`src/rtl/crc_pkg.sv`:
```
// Constants, carrier types and states for the dual-mode link check block.
package crc_pkg;
  localparam int CRC_W = 16;
  localparam logic [15:0] POLY_BIT = 16'h1021;
  localparam logic [15:0] POLY_BSC = 16'h8005;
  localparam logic [15:0] PRESET_BIT = 16'hFFFF;
  localparam logic [15:0] PRESET_BSC = 16'h0000;
  localparam logic [15:0] RESIDUE_BIT = 16'hF0B8;
  localparam logic [15:0] RESIDUE_BSC = 16'h0000;
  localparam logic [7:0] DELIM_PATTERN = 8'h7E;
  localparam logic [4:0] CHECK_BITS = 5'h10;
  localparam logic [1:0] TRAIL_CHARS = 2'h2;
  // Control character codes
  localparam logic [7:0] SOH_CODE = 8'h01;
  localparam logic [7:0] STX_CODE = 8'h02;
  localparam logic [7:0] ETX_CODE = 8'h03;
  localparam logic [7:0] DLE_CODE = 8'h10;
  localparam logic [7:0] SYN_CODE = 8'h32;

  typedef struct packed {
    logic valid;
    logic data;
    logic flag;
  } bit_in_type;

  typedef struct packed {
    logic valid;
    logic [7:0] data;
  } char_in_type;

  typedef enum {ST_IDLE, ST_ACCUM, ST_TRAIL} state_type;
endpackage

```
`src/rtl/crc_step.sv`:
```
// Combinational check update over DW data bits, most significant bit first.
`timescale 1ns/1ns
module crc_step #(
  parameter int DW = 8
) (
  input wire logic [15:0] crc,
  input wire logic [DW-1:0] data,
  input wire logic [15:0] poly,
  output logic [15:0] crc_out
);
  logic [15:0] stage [0:DW];

  assign stage[0] = crc;

  genvar i;
  generate
    for (i = 0; i < DW; i++) begin : g_bit
      wire logic fb = stage[i][15] ^ data[DW-1-i];
      assign stage[i+1] = {stage[i][14:0], 1'b0} ^ (fb ? poly : 16'h0000);
    end
  endgenerate

  assign crc_out = stage[DW];
endmodule

```
`src/rtl/dual_mode_link_crc.sv`:
```
// Dual-mode check generator and checker for bit-oriented and bisync links.
`timescale 1ns/1ns
module dual_mode_link_crc (
  // Clock and reset
  input wire logic CLK,
  input wire logic RST,
  // Mode select
  input wire logic BISYNC,
  input wire logic TRANSPARENT,
  input wire logic RECEIVE,
  // Serial and character streams from the framing logic
  input wire crc_pkg::bit_in_type BIT_IN,
  input wire crc_pkg::char_in_type CHAR_IN,
  // Transmit check request
  input wire logic CHK_REQ,
  // Check output and status
  output logic CHK_BIT,
  output logic CHK_BIT_VALID,
  output logic CHK_DONE,
  output logic CHK_ERR,
  output logic ACTIVE,
  output logic [15:0] CRC_VALUE
);
  import crc_pkg::*;

  function automatic logic char_is(input logic [7:0] c, input logic [7:0] code);
    return c == code;
  endfunction

  // Register holds x^15 in bit 15; the residue pattern lists x^0 first
  function automatic logic [15:0] reflect16(input logic [15:0] v);
    logic [15:0] r;
    r = 16'h0000;
    for (int i = 0; i < 16; i++) begin
      r[i] = v[15 - i];
    end
    return r;
  endfunction

  state_type state_reg, state_next;
  logic [15:0] crc_reg, crc_next;
  logic [15:0] shift_reg;
  logic [4:0] send_cnt_reg;
  logic [1:0] trail_cnt_reg;
  logic esc_reg;
  logic seen_reg;
  logic [15:0] bit_upd, chr_upd;

  crc_step #(.DW(1)) u_bit_step (
    .crc(crc_reg),
    .data(BIT_IN.data),
    .poly(POLY_BIT),
    .crc_out(bit_upd)
  );

  crc_step #(.DW(8)) u_chr_step (
    .crc(crc_reg),
    .data(CHAR_IN.data),
    .poly(POLY_BSC),
    .crc_out(chr_upd)
  );

  // Bit-oriented decode; the framing logic flags each delimiter
  wire logic bit_mode = !BISYNC;
  wire logic in_accum = state_reg == ST_ACCUM;
  wire logic bit_flag = bit_mode && BIT_IN.flag;
  wire logic bit_feed = bit_mode && in_accum && BIT_IN.valid && !BIT_IN.flag;
  wire logic bit_close = bit_flag && in_accum && seen_reg && RECEIVE;

  // Character decode
  wire logic char_ok = BISYNC && CHAR_IN.valid;
  wire logic is_dle = char_is(CHAR_IN.data, DLE_CODE);
  wire logic is_syn = char_is(CHAR_IN.data, SYN_CODE);
  wire logic is_etx = char_is(CHAR_IN.data, ETX_CODE);
  wire logic is_head = char_is(CHAR_IN.data, SOH_CODE) || char_is(CHAR_IN.data, STX_CODE);
  wire logic chr_start = char_ok && state_reg == ST_IDLE && is_head;
  wire logic chr_acc = char_ok && in_accum;
  wire logic esc_lead = chr_acc && TRANSPARENT && is_dle && !esc_reg;
  wire logic syn_fill = chr_acc && !TRANSPARENT && is_syn;
  wire logic dle_syn = chr_acc && TRANSPARENT && esc_reg && is_syn;
  wire logic chr_feed = chr_acc && !esc_lead && !syn_fill && !dle_syn;
  wire logic etx_end = chr_feed && is_etx && (!TRANSPARENT || esc_reg);
  wire logic trail_feed = char_ok && state_reg == ST_TRAIL && RECEIVE;
  wire logic trail_last = trail_feed && trail_cnt_reg == TRAIL_CHARS - 2'h1;

  // Transmit check hand-off, refused while receiving or while the previous check is still sending
  wire logic can_send = (bit_mode ? in_accum : state_reg == ST_TRAIL) && !RECEIVE;
  wire logic send_go = CHK_REQ && can_send && send_cnt_reg == 5'h00;
  wire logic [15:0] send_value = bit_mode ? ~crc_reg : crc_reg;

  // Evaluation and start events
  wire logic eval = bit_close || trail_last;
  wire logic [15:0] bit_residue = reflect16(crc_reg);
  wire logic eval_bad = bit_close ? bit_residue != RESIDUE_BIT : chr_upd != RESIDUE_BSC;
  wire logic any_start = (bit_flag && !send_go) || chr_start;

  // Delimiter re-presets; checked span is the bits between flags
  assign crc_next = bit_flag ? PRESET_BIT :
                    chr_start ? PRESET_BSC :
                    bit_feed ? bit_upd :
                    (chr_feed || trail_feed) ? chr_upd :
                    crc_reg;

  always_comb begin
    state_next = state_reg;
    case (state_reg)
      ST_IDLE: begin
        if (bit_flag || chr_start) begin
          state_next = ST_ACCUM;
        end
      end
      ST_ACCUM: begin
        if (send_go) begin
          state_next = ST_IDLE;
        end else if (etx_end) begin
          state_next = ST_TRAIL;
        end
      end
      ST_TRAIL: begin
        if (send_go || trail_last) begin
          state_next = ST_IDLE;
        end
      end
      default: state_next = ST_IDLE;
    endcase
    // Change to bit mode during the bisync trailer abandons the block
    if (bit_mode && state_reg == ST_TRAIL) begin
      state_next = ST_IDLE;
    end
  end

  always_ff @(posedge CLK or posedge RST) begin
    if (RST) begin
      state_reg <= ST_IDLE;
      crc_reg <= PRESET_BIT;
      ACTIVE <= 1'b0;
    end else begin
      state_reg <= state_next;
      crc_reg <= crc_next;
      ACTIVE <= state_next == ST_ACCUM;
    end
  end

  // Escape parity: a lone escape arms, the next character disarms
  always_ff @(posedge CLK or posedge RST) begin
    if (RST) begin
      esc_reg <= 1'b0;
    end else if (chr_start) begin
      esc_reg <= 1'b0;
    end else if (chr_acc) begin
      esc_reg <= esc_lead;
    end
  end

  always_ff @(posedge CLK or posedge RST) begin
    if (RST) begin
      seen_reg <= 1'b0;
      trail_cnt_reg <= 2'h0;
    end else begin
      seen_reg <= bit_flag ? 1'b0 : (seen_reg || bit_feed);
      trail_cnt_reg <= etx_end ? 2'h0 : trail_cnt_reg + {1'b0, trail_feed};
    end
  end

  // Serializer, MSB first
  always_ff @(posedge CLK or posedge RST) begin
    if (RST) begin
      shift_reg <= 16'h0000;
      send_cnt_reg <= 5'h00;
      CHK_BIT <= 1'b0;
      CHK_BIT_VALID <= 1'b0;
    end else if (send_go) begin
      shift_reg <= send_value;
      send_cnt_reg <= CHECK_BITS;
      CHK_BIT_VALID <= 1'b0;
    end else if (send_cnt_reg != 5'h00) begin
      CHK_BIT <= shift_reg[15];
      CHK_BIT_VALID <= 1'b1;
      shift_reg <= {shift_reg[14:0], 1'b0};
      send_cnt_reg <= send_cnt_reg - 5'h01;
    end else begin
      CHK_BIT_VALID <= 1'b0;
    end
  end

  // Evaluation wins over the clear of the start that shares its cycle
  always_ff @(posedge CLK or posedge RST) begin
    if (RST) begin
      CHK_DONE <= 1'b0;
      CHK_ERR <= 1'b0;
    end else begin
      CHK_DONE <= eval;
      if (eval) begin
        CHK_ERR <= eval_bad;
      end else if (any_start) begin
        CHK_ERR <= 1'b0;
      end
    end
  end

  assign CRC_VALUE = crc_reg;
endmodule

```
`config.mk`:
```
export PLATFORM = sky130hd
export DESIGN_NAME = dual_mode_link_crc
export DESIGN_NICKNAME = d
export VERILOG_FILES = /design/src/rtl/crc_pkg.sv /design/src/rtl/crc_step.sv /design/src/rtl/dual_mode_link_crc.sv
export SDC_FILE = /design/constraint.sdc
export NUM_CORES = 1
export LEC_CHECK = 0
export BUFFER_PORTS_ARGS = -buffer_cell sky130_fd_sc_hd__buf_2
export CORE_MARGIN = 5
export CORE_UTILIZATION = 56
export DETAILED_ROUTE_END_ITERATION = 16
export PLACE_DENSITY_LB_ADDON = 0.08
export SETUP_SLACK_MARGIN = 0.02
export SYNTH_ARGS = -nofsm -noshare
export SYNTH_HDL_FRONTEND = slang
export SYNTH_SLANG_ARGS = --single-unit
```
`constraint.sdc`:
```
create_clock -name CLK -period 2.43 [get_ports CLK]
set_input_delay 0 -clock CLK [delete_from_list [all_inputs] [get_ports CLK]]
set_output_delay 0 -clock CLK [all_outputs]
set_load 0.1 [all_outputs]
```
==> run summary <==
Status: completed
Fmax: 0.4468 GHz
Initial core utilization: 0.5772
Setup CP Type: reg2reg
Cell Area, Placed: 0.004294 mm^2
Hold WS: 0.02261 ns
Global-route wire length before repair: 15090 um
Die Width: 93.68 um
Maximum level of the CTS H-tree: 3
Vias in the first global route: 3055
DP HPWL: 6146 um
Clk slew on worst S/H paths: 0.08 ns
Via density: 5.537
Buf/Inv on CP: 1
Final instance area: 0.004548 mm^2
RSZ-0062 raised after global routing: false
Synth area leader: dfrtp_1
Syn Area/Cell: 10.43 um^2
Leakage: 1.917 nW
Worst vdd ir: 0.0003335 V
Top_reg_cell synth: dfrtp_1
Power Density: 550.2 mW/mm^2
Clk sink count: 78
Core ar.: 0.006794 mm^2
CTS tree: yes
Area grow syn2layout: 15.99%
CP max stage delay: 0.45 ns
Final weighted congestion in routability-driven placement: 0.9184
Die Y: 93.68 um
Yosys warns: 0
CP cell instances: nor4_1, nand4_1, or2_1, buf_4, nor2_1, ha_1, nor2b_1
Root Driver: clkbuf_8
CP Data Required Time: 2.65 ns
Clock Skew: 0.01065 ns
CTS Buf Count: 9
I/O Buffers: 38
FF+latch area: 0.001972 mm^2
Avg WL per Cell: 16.21 um
Iteration-0 DRC Markers: 194
CP startpoint kind: flip-flop
Slowest-stage cell, CP: or2_1
Remaining Overflow, GRT: 0
Hold WC Path Type: in2reg
Layout cells sized above 1: 0.2200
CP max FO: 8
I/O pin count: 39
Routed Wire Length: 8851 um
Fin. Hold Viols: 0
Largest delay share family, worst path: simple AND/OR/NAND/NOR gates
Clock buffer depth: 2
Tot Pwr: 0.002502 W
CP Capture Type: flip-flop
Fill cells: 551
Yosys reg bits: 78
Register area share after synthesis: 0.5029
Final ANT Viol Nets: 0
Worst slew pin tran: 0.8844 ns
Gr usage total: 0.2206
Latest clock arrival within the worst-skew pair: 0.35 ns
Fin Setup TNS: 0 ns
Synth cell types: 67
Tcrit/Tclk final: 0.9210
Slew HR: 0.4095
Total number of vias: 3023
# rows: 30
Fin nets: 465
Synth top area cells: dfrtp_1 (40%), dfstp_2 (11%), a22oi_1 (5.0%)
Area taken by multi-input logic gates: 0.001896 mm^2
Async set-reset flop share out of synthesis: 1.000
Synthesized area: 0.003921 mm^2
Antenna cells: 0
Largest net degree at the start of global routing: 42
Final core utilization: 0.6694
Slew Viols, Final: 0
Die footprint: 0.008776 mm^2
Min cycle time layout: 2.238 ns
Synth top area share: 0.3957
First drt pass iteration count: 5
Gate Count Post-Synth: 376
Final setup vio count: 0
Max-cap viol count: 0
WP data arrival: 2.46 ns
EDFF count, synth: 0
DR DRC count: 0
Largest register FFs: 32
Initial antenna violation count: 0
[path summary, 6_finish.rpt]
kind                         startpoint                to  slack [ns]  depth (start not counted)
max in group asynchronous           RST     CRC_VALUE[10]        1.28                          4
setup / recovery           state_reg[7]  trail_cnt_reg[0]        0.19                          7
hold reg to reg                 CHK_BIT           CHK_BIT        0.47                          2
hold / removal              TRANSPARENT           esc_reg        0.02                          3
min in group asynchronous           RST     state_reg[24]        0.38                          3
setup reg to reg           state_reg[7]  trail_cnt_reg[0]        0.19                          7
[placed cells by master (no fill, tap or decap), types with 5 or more instances in the layout]
cell type / count
conb_1: 30
a22oi_1: 26
dfstp_2: 16
nand2_1: 43
buf_2: 38
o21ai_1: 6
xnor2_1: 14
o21ai_0: 32
buf_4: 9
nor4_1: 7
inv_1: 5
nand3_1: 8
a21oi_1: 16
clkbuf_8: 10
nor2_1: 19
dfrtp_1: 62
xor2_1: 9
nor3_1: 18
[layout make-up]
class                      instances  area share
clock buffer                      11     0.03109
clock inverter                     5     0.01293
inverter                           6    0.004952
multi-input combinational        297      0.4168
sequential                        78      0.4336
tap                               96     0.02641
timing repair buffer              53     0.07428
[report_power, final]
group          total [W]  switching [W]  leakage (nW)  internal, W
registers        0.00133     0.00000832         0.965      0.00132
logic           0.000195       0.000111         0.856    0.0000847
clock network   0.000975       0.000472        0.0955     0.000503
total            0.00250       0.000591          1.92      0.00191
[tightest hold or removal path, cell delays in order]
cell and delay (ns):
buf_2 0.10, or4b_1 0.17, o41ai_1 0.06
[through the flow]
step	instances	worst slack, ns
floorplan	405	0.06442
global placement	526	0.1219
detailed placement	526	0.04864
CTS	546	0.03292
global route	546	0.02908
finish	546	0.1920
[cell usage after synthesis (all sizes together), types with 2 or more instances]
cell type  count
xor2          12
a221oi         2
o21a           2
nand2         44
nor3          19
dfstp         16
or2            2
buf            9
inv            6
xnor3          3
nor2          19
nand2b         3
a2111oi        2
nor2b          4
dfrtp         62
o21ai         38
a22oi         26
o31a           3
xnor2         16
nor4          10
nand3          8
nand4          3
ha             2
mux2i          3
clkbuf        14
and3b          2
nand3b         2
a21oi         17
nand4b         3
nor3b          3
[per-layer routing]
| metal | GRT usage | wire length, um |
|---|---|---|
| met1 | 0.2956 | 3887 |
| met2 | 0.3477 | 4275 |
| met3 | 0.05849 | 537 |
| met4 | 0.07581 | 150 |
| met5 | 0 | 0 |
[kinds of logic (layout without fill, tap and decap cells)]
logic type,after synthesis,count (layout),share of synthesized area
AND/OR/NAND/NOR,131,131,0.1800
flip-flops,78,78,0.5029
buffers and inverters,30,75,0.04499
other,1,30,0.0009563
AO/OA/AOI/OAI,100,100,0.1647
XOR/XNOR,31,31,0.09254
adder cells (fa/ha/maj),2,2,0.006381
multiplexers,3,3,0.007658
[repair_timing]
| action | in CTS | in global routing |
|---|---|---|
| setup endpoints to repair | 0 | 14 |
| resized for setup | 0 | 4 |
| buffers inserted | 0 | 0 |
| hold buffers | 4 | 0 |
| hold endpoints to repair | 37 | 0 |
No activity file was read; power rests on OpenSTA's default activity.
